<file path="config.mk">
export PLATFORM = sky130hd
export DESIGN_NAME = ir_output_steering
export DESIGN_NICKNAME = d
export VERILOG_FILES = /design/src/ir_steer_pkg.sv /design/src/ir_output_steering.sv
export VERILOG_INCLUDE_DIRS = /design/src /design/src/src
export SDC_FILE = /design/constraint.sdc
export NUM_CORES = 1
export LEC_CHECK = 0
export ABC_AREA = 1
export ABC_CLOCK_PERIOD_IN_PS = 2300
export BUFFER_PORTS_ARGS = -buffer_cell sky130_fd_sc_hd__buf_2
export CAP_MARGIN = 20
export CELL_PAD_IN_SITES_DETAIL_PLACEMENT = 0
export CELL_PAD_IN_SITES_GLOBAL_PLACEMENT = 1
export CORE_UTILIZATION = 30
export CTS_BUF_LIST = sky130_fd_sc_hd__clkbuf_8 sky130_fd_sc_hd__clkbuf_16
export DETAILED_ROUTE_END_ITERATION = 10
export PLACE_DENSITY_LB_ADDON = 0.1
export SLEW_MARGIN = 20
export SYNTH_ARGS = -nofsm -noshare
export SYNTH_HDL_FRONTEND = slang
export SYNTH_SLANG_ARGS = --single-unit
</file>
<file path="constraint.sdc">
create_clock -name clk_i -period 2.3 [get_ports clk_i]
set_input_delay 0.69 -clock clk_i [delete_from_list [all_inputs] [get_ports clk_i]]
set_output_delay 0.69 -clock clk_i [all_outputs]
set_load 0.02 [all_outputs]
</file>
<file path="src/ir_steer_cfg.svh">
/*
 * Timing counts and reset levels for the infrared output steering block.
 * Assumes a 50 MHz system clock on clk_i.
 */
`ifndef IR_STEER_CFG_SVH
`define IR_STEER_CFG_SVH

`define CLK_PERIOD_NS      20
`define DATA_WIDTH         16
`define ADDR_WIDTH         4
`define IRQ_IDLE_LEVEL     1'h1
`define TX_RESET_LEVEL     1'h0

`endif

</file>
<file path="src/ir_steer_pkg.sv">
/*
 * Types shared by the infrared output steering block.
 * Assumes the constants header is included by the users of this package.
 */
package ir_steer_pkg;
    typedef enum logic [1:0] {
        ST_RUN,
        ST_WAIT
    } pwr_state_t;
endpackage : ir_steer_pkg

</file>
<file path="src/ir_output_steering.sv">
/*
 * Pin-level steering of the infrared transmit outputs, the host data bus
 * enable and the two active-low interrupt request pins.
 * Assumes every input is synchronous to clk_i and that the framing and
 * remote-control engines deliver their waveforms and interrupt conditions.
 */
`timescale 1ns/100ps
`include "ir_steer_cfg.svh"

// How it works
// - Main output: link, or remote when selected.
// - Remote pin carries remote when select low.
// - Pass-through mode routes external input out.
// - Link interrupt pin low while condition exists.
// - Remote interrupt pin low while condition exists.
// - Strobes count only while chip select low.
// - Reset returns all state to initial values.
// - Power-down holds wait state, outputs idle.
// - After reset interrupts high, outputs low, bus input.
module ir_output_steering
    import ir_steer_pkg::*;
(
    input  wire logic                     clk_i,
    input  wire logic                     srst_i,
    input  wire logic                     reset_n_i,
    input  wire logic                     power_down_n_i,
    input  wire logic                     link_tx_i,
    input  wire logic                     remote_tx_i,
    input  wire logic                     external_passthrough_in_i,
    input  wire logic                     passthrough_mode_bit_i,
    input  wire logic                     remote_control_enable_i,
    input  wire logic                     remote_output_select_i,
    input  wire logic                     aux_control_i,
    input  wire logic                     link_irq_cond_i,
    input  wire logic                     remote_irq_cond_i,
    input  wire logic                     cs_n_i,
    input  wire logic                     rd_n_i,
    input  wire logic                     wr_n_i,
    input  wire logic [`ADDR_WIDTH-1:0]   addr_i,
    input  wire logic [`DATA_WIDTH-1:0]   rd_data_i,
    input  wire logic [`DATA_WIDTH-1:0]   data_in_i,
    output logic [`DATA_WIDTH-1:0]        data_out_o,
    output logic                          data_oe_o,
    output logic                          read_strobe_o,
    output logic                          write_strobe_o,
    output logic [`ADDR_WIDTH-1:0]        write_addr_o,
    output logic [`DATA_WIDTH-1:0]        write_data_o,
    output logic                          main_transmit_out_o,
    output logic                          remote_transmit_out_o,
    output logic                          aux_control_out_o,
    output logic                          link_irq_n_o,
    output logic                          remote_irq_n_o,
    output logic                          sda_oe_o,
    output logic                          sleeping_o
);

    // ********************************************************************
    // Power and reset state
    // ********************************************************************
    pwr_state_t             state;
    pwr_state_t             next_state;
    logic                   main_tx;
    logic                   next_main_tx;
    logic                   remote_tx;
    logic                   next_remote_tx;
    logic                   aux_ctl;
    logic                   next_aux_ctl;
    logic                   link_irq_n;
    logic                   next_link_irq_n;
    logic                   remote_irq_n;
    logic                   next_remote_irq_n;
    logic [`DATA_WIDTH-1:0] rd_q;
    logic [`DATA_WIDTH-1:0] next_rd_q;
    logic                   rd_act;
    logic                   next_rd_act;
    logic                   wr_act;
    logic                   next_wr_act;
    logic                   wr_stb;
    logic                   next_wr_stb;
    logic [`ADDR_WIDTH-1:0] wr_addr;
    logic [`ADDR_WIDTH-1:0] next_wr_addr;
    logic [`DATA_WIDTH-1:0] wr_data;
    logic [`DATA_WIDTH-1:0] next_wr_data;

    logic in_reset;
    logic running;
    logic sel_rd;
    logic sel_wr;

    assign in_reset = srst_i | ~reset_n_i;
    assign running  = (state == ST_RUN) & power_down_n_i;
    assign sel_rd   = ~cs_n_i & ~rd_n_i;
    assign sel_wr   = ~cs_n_i & ~wr_n_i;

    always_comb begin
        next_state        = power_down_n_i ? ST_RUN : ST_WAIT;
        next_main_tx      = `TX_RESET_LEVEL;
        next_remote_tx    = `TX_RESET_LEVEL;
        next_aux_ctl      = aux_control_i;
        next_link_irq_n   = ~link_irq_cond_i;
        next_remote_irq_n = ~remote_irq_cond_i;
        if (passthrough_mode_bit_i) begin
            // Pass-through follows the same output choice as the remote path.
            if (remote_control_enable_i && !remote_output_select_i) begin
                next_remote_tx = external_passthrough_in_i;
            end else begin
                next_main_tx = external_passthrough_in_i;
            end
        end else if (!remote_control_enable_i) begin
            next_main_tx = link_tx_i;
        end else if (remote_output_select_i) begin
            next_main_tx = remote_tx_i;
        end else begin
            next_remote_tx = remote_tx_i;
        end
        next_rd_act  = sel_rd & running;
        next_rd_q    = sel_rd ? rd_data_i : rd_q;
        next_wr_act  = sel_wr;
        next_wr_stb  = sel_wr & ~wr_act & running;
        next_wr_addr = (sel_wr & ~wr_act) ? addr_i : wr_addr;
        next_wr_data = (sel_wr & ~wr_act) ? data_in_i : wr_data;
        if (!running) begin
            // Outputs idle while waiting so the emitter draws no current.
            next_main_tx      = `TX_RESET_LEVEL;
            next_remote_tx    = `TX_RESET_LEVEL;
            next_aux_ctl      = `TX_RESET_LEVEL;
            next_link_irq_n   = `IRQ_IDLE_LEVEL;
            next_remote_irq_n = `IRQ_IDLE_LEVEL;
        end
    end

    always_ff @(posedge clk_i) begin
        if (in_reset) begin
            state        <= ST_RUN;
            main_tx      <= `TX_RESET_LEVEL;
            remote_tx    <= `TX_RESET_LEVEL;
            aux_ctl      <= `TX_RESET_LEVEL;
            link_irq_n   <= `IRQ_IDLE_LEVEL;
            remote_irq_n <= `IRQ_IDLE_LEVEL;
            rd_q         <= 16'h0000;
            rd_act       <= 1'h0;
            wr_act       <= 1'h0;
            wr_stb       <= 1'h0;
            wr_addr      <= 4'h0;
            wr_data      <= 16'h0000;
        end else begin
            state        <= next_state;
            main_tx      <= next_main_tx;
            remote_tx    <= next_remote_tx;
            aux_ctl      <= next_aux_ctl;
            link_irq_n   <= next_link_irq_n;
            remote_irq_n <= next_remote_irq_n;
            rd_q         <= next_rd_q;
            rd_act       <= next_rd_act;
            wr_act       <= next_wr_act;
            wr_stb       <= next_wr_stb;
            wr_addr      <= next_wr_addr;
            wr_data      <= next_wr_data;
        end
    end

    // ********************************************************************
    // Pin drivers
    // ********************************************************************
    // The enable is gated live by the strobes so the bus is released the
    // moment the host lets go, not a cycle later.
    assign data_oe_o             = rd_act & sel_rd & ~in_reset;
    assign data_out_o            = rd_q;
    assign read_strobe_o         = sel_rd & ~rd_act & running;
    assign write_strobe_o        = wr_stb;
    assign write_addr_o          = wr_addr;
    assign write_data_o          = wr_data;
    assign main_transmit_out_o   = main_tx;
    assign remote_transmit_out_o = remote_tx;
    assign aux_control_out_o     = aux_ctl;
    assign link_irq_n_o          = link_irq_n;
    assign remote_irq_n_o        = remote_irq_n;
    assign sda_oe_o              = 1'h0;
    assign sleeping_o            = ~running;

    // ********************************************************************
    // Checks
    // ********************************************************************
    a_main_link_path: assert property (@(posedge clk_i) disable iff (in_reset)
        running && power_down_n_i && !passthrough_mode_bit_i && !remote_control_enable_i
        |=> main_transmit_out_o == $past(link_tx_i))
        else $error("main output does not follow link path");
    // The first cycle after power-down still idles the outputs, so the
    // routing checks key on running rather than on the pin alone.
    a_main_remote_path: assert property (@(posedge clk_i) disable iff (in_reset)
        running && !passthrough_mode_bit_i && remote_control_enable_i
        && remote_output_select_i |=> main_transmit_out_o == $past(remote_tx_i))
        else $error("main output does not follow remote path");
    a_remote_pin_path: assert property (@(posedge clk_i) disable iff (in_reset)
        running && !passthrough_mode_bit_i && remote_control_enable_i
        && !remote_output_select_i
        |=> remote_transmit_out_o == $past(remote_tx_i) && !main_transmit_out_o)
        else $error("remote pin does not follow remote path");
    a_passthrough_route: assert property (@(posedge clk_i) disable iff (in_reset)
        running && passthrough_mode_bit_i |=> (main_transmit_out_o
        | remote_transmit_out_o) == $past(external_passthrough_in_i))
        else $error("pass-through input not routed");
    a_link_irq_level: assert property (@(posedge clk_i) disable iff (in_reset)
        running |=> link_irq_n_o == !$past(link_irq_cond_i))
        else $error("link interrupt pin wrong level");
    a_remote_irq_level: assert property (@(posedge clk_i) disable iff (in_reset)
        running |=> remote_irq_n_o == !$past(remote_irq_cond_i))
        else $error("remote interrupt pin wrong level");
    a_write_needs_cs: assert property (@(posedge clk_i) disable iff (in_reset)
        write_strobe_o |-> $past(!cs_n_i && !wr_n_i))
        else $error("write strobe without chip select");
    a_reset_levels: assert property (@(posedge clk_i)
        $past(in_reset) |-> link_irq_n_o && remote_irq_n_o && !main_transmit_out_o
        && !remote_transmit_out_o && !aux_control_out_o && !data_oe_o)
        else $error("outputs not at reset levels");
    a_power_down_idle: assert property (@(posedge clk_i) disable iff (in_reset)
        !power_down_n_i |=> !main_transmit_out_o && !remote_transmit_out_o
        && link_irq_n_o && !data_oe_o)
        else $error("outputs active during power-down");
    a_bus_release: assert property (@(posedge clk_i)
        data_oe_o |-> !cs_n_i && !rd_n_i && !sda_oe_o)
        else $error("data bus driven outside selected read");
    a_read_capture: assert property (@(posedge clk_i) disable iff (in_reset)
        $rose(rd_act) |-> data_out_o == $past(rd_data_i))
        else $error("read data not captured at start of read");

endmodule : ir_output_steering

</file>
==> results.txt, run 1 <==
* Antenna violations before repair: 0
- Synthesis produced a netlist whose cell count is 205.
* Top library cells by usage in the layout, fill and taps aside: sky130_fd_sc_hd__buf_2 (96), sky130_fd_sc_hd__nor2_1 (83), sky130_fd_sc_hd__dfxtp_1 (45), sky130_fd_sc_hd__o21ai_0 (35), sky130_fd_sc_hd__inv_1 (13)
* Estimated wirelength of the detail-placed design: 2789 µm
- Setup total negative slack: 0 ns
* Final Power: 0.001450 W
- The routed layout has 1,555 vias.
- Effective utilization at floorplan: 31.21%
- Routed wire length: 3879 µm
- The H-tree was split into 2 levels.
- In the routed layout, each cell is associated on average with a via count of 4.180.
- Wire length of the first global-routing pass: 6106 µm
- Once detail routing completed, the nets flagged for antenna violations numbered 0.
- Total DRC errors in the routed layout: 0
* Required arrival time at the worst endpoint: 1.61 ns
- Status: finished, final reports clean
- Cell seen most often among critical-path stages: sky130_fd_sc_hd__buf_2
- Summed over all layers, the global routing overflow is 0.
* Largest net degree at the start of global routing: 38
* Wirelength per Cell: 10.43 µm
- The congestion estimate from routability-driven global placement came to 0.6901.
- Worst vdd rail ir drop: 0.1975 mV
- The via count of the first global-routing pass came to 1,378.
- Number of cells in the design after placement: 364
- The cell sitting at the root of the clock tree is a sky130_fd_sc_hd__clkbuf_8.
* Worst setup skew after layout: 0.001607 ns
- DIE WIDTH: 75.12 µm
- After synthesis, the largest area contributor takes up 56.16% of total cell area.
* Post-CTS setup-driven buffer insertion count: 0
* Number of gates resized after cts: 0
- Along the worst path, the maximum fanout reaches 3.
- The first detailed-routing pass took 4 iterations.
- The number of max-slew violations in the final report was 0.
- YS warnings: 0
- Clock tree synthesis inserted a total of 5 buffers.
- Leaving out fill and tap cells, the most frequent cell in the layout is sky130_fd_sc_hd__buf_2.
* Power density normalized to cell area: 656.1 mW/mm²
- Total Die Area: 0.005643 mm²
* Average cell area after synthesis: 7.825 µm²
- Setup violators final: 0
- Port Buffer Count: 96
- Traced cell by cell, the critical path runs through buf_2 -> nor2_4 -> inv_4 -> nor3_2 -> buf_2.
- The initialized floorplan defines 26 standard-cell rows.
- Overall global routing resource usage: 14.38%
- Peak clock frequency supported by timing: 499.7 MHz
* Post-route insts no fill: 372
- Once layout is complete, the utilization of the core stands at 42.99%.
* Standard cell with the maximum stage delay on the critical path: sky130_fd_sc_hd__buf_2
- The worst hold path belongs to the class reg2reg.
* Number of distinct library cells after synthesis: 20
- Signed area change from the synthesized netlist to the final layout: 37.75%
* Number of nets in the layout: 353
- In the post-synthesis netlist, the biggest area contributors are sky130_fd_sc_hd__dfxtp_1 (56%), sky130_fd_sc_hd__nor2_1 (19%), sky130_fd_sc_hd__o21ai_0 (11%).
- Fraction of final layout cells with drive strength greater than 1: 36.75%
- STA classifies the critical path endpoint as an output pin.
- Final Hold Fails: 0
- The smallest clock period supported by the final layout is computed as 2.001 ns.
* Peak per-stage delay on the critical path: 0.18 ns
* Unrepaired setup endpoints after global routing: false
- In the finished design, the share of the clock period the worst path needs comes to 87.00%.
- The core region is 0.005140 mm².
* Maximum capacitance violations: 0
- After clock tree synthesis, the clock-pin slew on the worst setup and hold paths is 0.08 ns.
* Clock sinks: 45
- The clock reaches the later pin of the worst-skew pair after 0.28 ns.
* Element type at the critical path start: primary input
- Sequential share of the synthesized area: 56.16%
- Post-synth design cell area: 0.001604 mm²
* Clock tree from TritonCTS: yes
* Arrival time of data at the critical path endpoint: 1.31 ns
- The floorplan step set the die height to 75.12 µm.
- Number of synthesized register bits: 45
* CTS Buffer Depth: 2
- The number of antenna diodes in the final layout is 0.
- Class of the most critical setup path: in2out
* Number of top-level design ports: 98
- Cell type contributing the most total cell area after synthesis: sky130_fd_sc_hd__dfxtp_1
- Net Count, Synth: 257
- After the first detailed-routing iteration, the DRC count stood at 56.
- For this design the static power due to leakage is 1.155 nW.
- Hold-fix buffers at CTS: 0
==> logic make-up after synthesis <==
kind of cell / Yosys count / synth area share, %
simple gates: 97 / 23.95
other cells: 1 / 0.2338
flops: 45 / 56.16
compound gates: 39 / 12.17
buf+inv: 23 / 7.488
==> worst paths after layout <==
path	endpoint	from	cells after the start	slack [ns]
worst min register to register	write_data_o[5]	write_data_o[5]	2	0.48
worst min-delay path	write_data_o[5]	write_data_o[5]	2	0.48
worst max-delay path	read_strobe_o	cs_n_i	5	0.30
worst max register to register	write_data_o[7]	wr_act	5	1.25
==> per-layer routing <==
metal | vias to the layer above | global-route usage (%) | share of wire (%)
li1 | 825 | - | -
met1 | 659 | 17.51 | 47
met2 | 67 | 23.52 | 44
met3 | 4 | 5.087 | 8.2
met4 | 0 | 5.031 | 0.90
met5 | - | 0 | 0
==> sequential cells by signal, indices dropped and copies added, names as in the netlist <==
| signal | flops |
|---|---|
| data_out_o | 16 |
| write_data_o | 16 |
| write_addr_o | 4 |
| aux_control_out_o | 1 |
| link_irq_n_o | 1 |
| main_transmit_out_o | 1 |
| rd_act | 1 |
| remote_irq_n_o | 1 |
| remote_transmit_out_o | 1 |
| state | 1 |
| wr_act | 1 |
| write_strobe_o | 1 |
==> where the power goes <==
part / switching, W / internal, W
Sequential: 0.00000993 / 0.000803
Combinational: 0.000114 / 0.0000751
Clock: 0.000245 / 0.000203
Total: 0.000369 / 0.00108
==> cell usage after synthesis <==
library cell	n
sky130_fd_sc_hd__inv_2	1
sky130_fd_sc_hd__o21ai_0	35
sky130_fd_sc_hd__buf_4	5
sky130_fd_sc_hd__clkbuf_2	1
sky130_fd_sc_hd__nor2_1	83
sky130_fd_sc_hd__inv_1	10
sky130_fd_sc_hd__buf_6	1
sky130_fd_sc_hd__nor3_2	1
sky130_fd_sc_hd__nand2_2	1
sky130_fd_sc_hd__dfxtp_1	45
sky130_fd_sc_hd__nor2_2	1
sky130_fd_sc_hd__nand2_1	9
sky130_fd_sc_hd__nor3_1	1
sky130_fd_sc_hd__conb_1	1
sky130_fd_sc_hd__o21ai_1	3
sky130_fd_sc_hd__nor2_4	1
sky130_fd_sc_hd__clkbuf_1	1
sky130_fd_sc_hd__buf_2	3
sky130_fd_sc_hd__inv_4	1
sky130_fd_sc_hd__a21oi_1	1
==> final cells by class <==
class	count	area [µm²]
timing repair buffer	100	510.5
clock buffer	5	68.82
tap	70	87.58
inverter	12	47.55
multi-input combinational	137	583.1
clock inverter	3	11.26
sequential	45	900.9
fill	566	2930
==> worst max-delay path, delay by kind of cell <==
family,cells,cell delay (ns)
AND/OR/NAND/NOR,2,0.28
buffers and inverters,3,0.35
==> metrics by stage <==
step	hold WS [ns]	setup WS (ns)	instance area, µm²
detailed placement	0.4667	0.2948	2130
floorplan	0.5465	0.2087	1604
global placement	0.4576	0.2784	2130
global route	0.5049	0.2211	2210
CTS	0.4856	0.2874	2210
finish	0.4780	0.2990	2210
(Power assumes the default switching activity.)
==> run 2, diff against run 1 <==
Settings changed: MAX_ROUTING_LAYER set to met4.
==> run 2 against run 1 <==
  * Maximum frequency is 0.12% lower
  * Register-to-register slack is essentially flat
  * Sequential share of layout area unchanged
  * Power about the same
  * Final area did not move
  * Wire length rose by 0.15%
  * Critical endpoint unchanged
  * Largest power group unchanged
==> results.txt, run 2 (synthesis gave the netlist of run 1 again) <==
- Status: finished, final reports clean (unchanged)
- Later-pin clock latency in the skew report: 0.28 ns (about the same)
- Buffers plus inverters on the worst setup path: 3 (unchanged)
- Post-CTS setup-driven buffer insertion count: 0 (unchanged)
- The number of max-cap violations came to 0 (unchanged).
- Root cell of the clock tree: sky130_fd_sc_hd__clkbuf_8 (unchanged)
- Number of top-level design ports: 98 (unchanged)
* Number of nets in the layout: 353 (unchanged)
* Global-route congestion overflow total: 0 (unchanged)
- Final GP Congestion: 0.6974 (was 0.6901)
- The number of DRC markers after the initial detailed-route iteration was 56 (unchanged).
- Total Die Area: 0.005643 mm² (unchanged)
- The routed length per instance came to 10.44 µm (was 10.43 µm).
* Power density normalized to cell area: 656.4 mW/mm² (was 656.1 mW/mm²)
- The leakage power of the design came to 1.155 nW (unchanged).
- The first-pass GRT wire length was 6106 µm (unchanged).
- Vias in the first global route: 1,378 (unchanged)
- The post-route minimum period was 2.003 ns (was 2.001 ns).
* Number of gates resized after cts: 0 (unchanged)
* Fraction of final layout cells with drive strength greater than 1: 36.75% (unchanged)
* Antenna violations before repair: 0 (unchanged)
- The number of failing setup endpoints in the final timing report came to 0 (unchanged).
- The width of the die was 75.12 µm (unchanged).
- The total of hold buffers inserted after clock tree synthesis was 0 (unchanged).
- The clock input transition at the sequential cells of the worst setup and hold paths is 0.08 ns (about the same).
- The kind of end point of the critical path was an output pin (unchanged).
* Finished layout cell area: 0.002210 mm² (unchanged)
* Final-layout worst hold slack: 0.4780 ns (unchanged)
- Post-route insts no fill: 372 (unchanged)
- Final Hold Fails: 0 (unchanged)
- Critical-path cell list: buf_2 -> nor2_4 -> inv_4 -> nor3_2 -> buf_2 (unchanged)
- Cell seen most often among critical-path stages: sky130_fd_sc_hd__buf_2 (unchanged)
- Top library cells by usage in the layout, fill and taps aside: sky130_fd_sc_hd__buf_2 (96), sky130_fd_sc_hd__nor2_1 (83), sky130_fd_sc_hd__dfxtp_1 (45), sky130_fd_sc_hd__o21ai_0 (35), sky130_fd_sc_hd__inv_1 (13) (unchanged).
* Standard cell with the maximum stage delay on the critical path: sky130_fd_sc_hd__buf_2 (unchanged)
- The TritonCTS clock tree was yes (unchanged).
- The count of vias placed by the detailed router was 1,563 (was 1,555).
- Remaining antenna violation count: 0 (unchanged)
* Setup total negative slack: 0 ns (unchanged)
- Critical-path maximum fanout: 3 (unchanged)
- The post-detailed-placement cell area was 0.002130 mm² (unchanged).
* Via/cell ratio: 4.202 (was 4.180)
- The fmax was 499.1 MHz (was 499.7 MHz).
- Clock sinks: 45 (unchanged)
- The height of the chip was 75.12 µm (unchanged).
- The length of the first detailed-routing pass in iterations was 4 (unchanged).
- The critical path's top delay family is buffers and inverters (unchanged).
* Core Region: 0.005140 mm² (unchanged)
* Arrival time of data at the critical path endpoint: 1.31 ns (about the same)
- The starting utilization of the core area was 31.21% (unchanged).
- The startpoint type of the worst setup path was a primary input (unchanged).
- The global-route usage over all layers was 14.83% (was 14.38%).
- The maximum buffer depth of the clock tree is 2 (unchanged).
- The maximum resistive drop on vdd is 0.1974 mV (was 0.1975 mV).
* Peak per-stage delay on the critical path: 0.18 ns (about the same)
- The total placed cells including tap cells was 364 (unchanged).
- The number of max-slew violations in the final report is 0 (unchanged).
* Fin crit share: 87.10% (was 87.00%)
- Signed area change from the synthesized netlist to the final layout: 37.75% (unchanged)
- The remaining design rule violation count came to 0 (unchanged).
- FP Rows: 26 (unchanged)
- The detailed-placement wirelength estimate was 2789 µm (unchanged).
* Worst setup skew after layout: 0.001004 ns (was 0.001607 ns)
* Port Buffer Count: 96 (unchanged)
- Leading cell type in the layout, fill and taps excluded: sky130_fd_sc_hd__buf_2 (unchanged)
- Unrepaired setup endpoints after global routing: false (unchanged).
* Antenna fix cells: 0 (unchanged)
* Routed wire length: 3885 µm (was 3879 µm)
* Clock buffer count from CTS: 5 (unchanged)
- The worst min-delay path class is reg2reg (unchanged).
* Maximum level of the CTS H-tree: 2 (unchanged)
- The critical setup path kind is in2out (unchanged).
* Required arrival time at the worst endpoint: 1.61 ns (about the same)
- Largest net degree at the start of global routing: 38 (unchanged)
run 2: layer usage:
metal	track usage, %	vias to the layer above	share of wire [%]	wire (µm)
met2	23.52	73	44	1720
met3	4.819	4	8.0	312
li1	-	825	-	-
met5	-	-	0	0
met1	17.68	661	47	1817
met4	5.031	0	0.90	35
run 2: power by group:
| group | internal [W] | leakage [nW] | switching (W) |
|---|---|---|---|
| Clock | 0.000203 | 0.0519 | 0.000245 |
| Combinational | 0.0000751 | 0.737 | 0.000114 |
| Sequential | 0.000803 | 0.366 | 0.00000990 |
run 2: metrics by stage:
stage	util (%)	total power [W]	setup slack, ns
after floorplan	-	0.0009424	0.2087
after global placement	41.43	0.001025	0.2784
after detailed placement	41.43	0.001023	0.2948
after CTS	42.99	0.001478	0.2874
after global routing	42.99	0.001540	0.2211
final	42.99	0.001450	0.2966
run 2: area by class of cell:
type                            count  area, µm²
Clock buffer                        5      68.82
Clock inverter                      3      11.26
Fill cell                         566       2930
Inverter                           12      47.55
Multi-Input combinational cell    137      583.1
Sequential cell                    45      900.9
Tap cell                           70      87.58
Timing Repair Buffer              100      510.5
run 2: worst paths after layout:
kind,startpoint,endpoint,slack (ns),cells after the start
max,cs_n_i,read_strobe_o,0.30,5
min,write_data_o[5],write_data_o[5],0.48,2
min reg2reg,write_data_o[5],write_data_o[5],0.48,2
max reg2reg,wr_act,write_data_o[7],1.25,5
run 2: worst reg2reg max path, delay by kind of cell, from the launching register on:
kind	cells	cell delay, ns
flops	1	0.30
buf+inv	2	0.36
simple gates	3	0.32
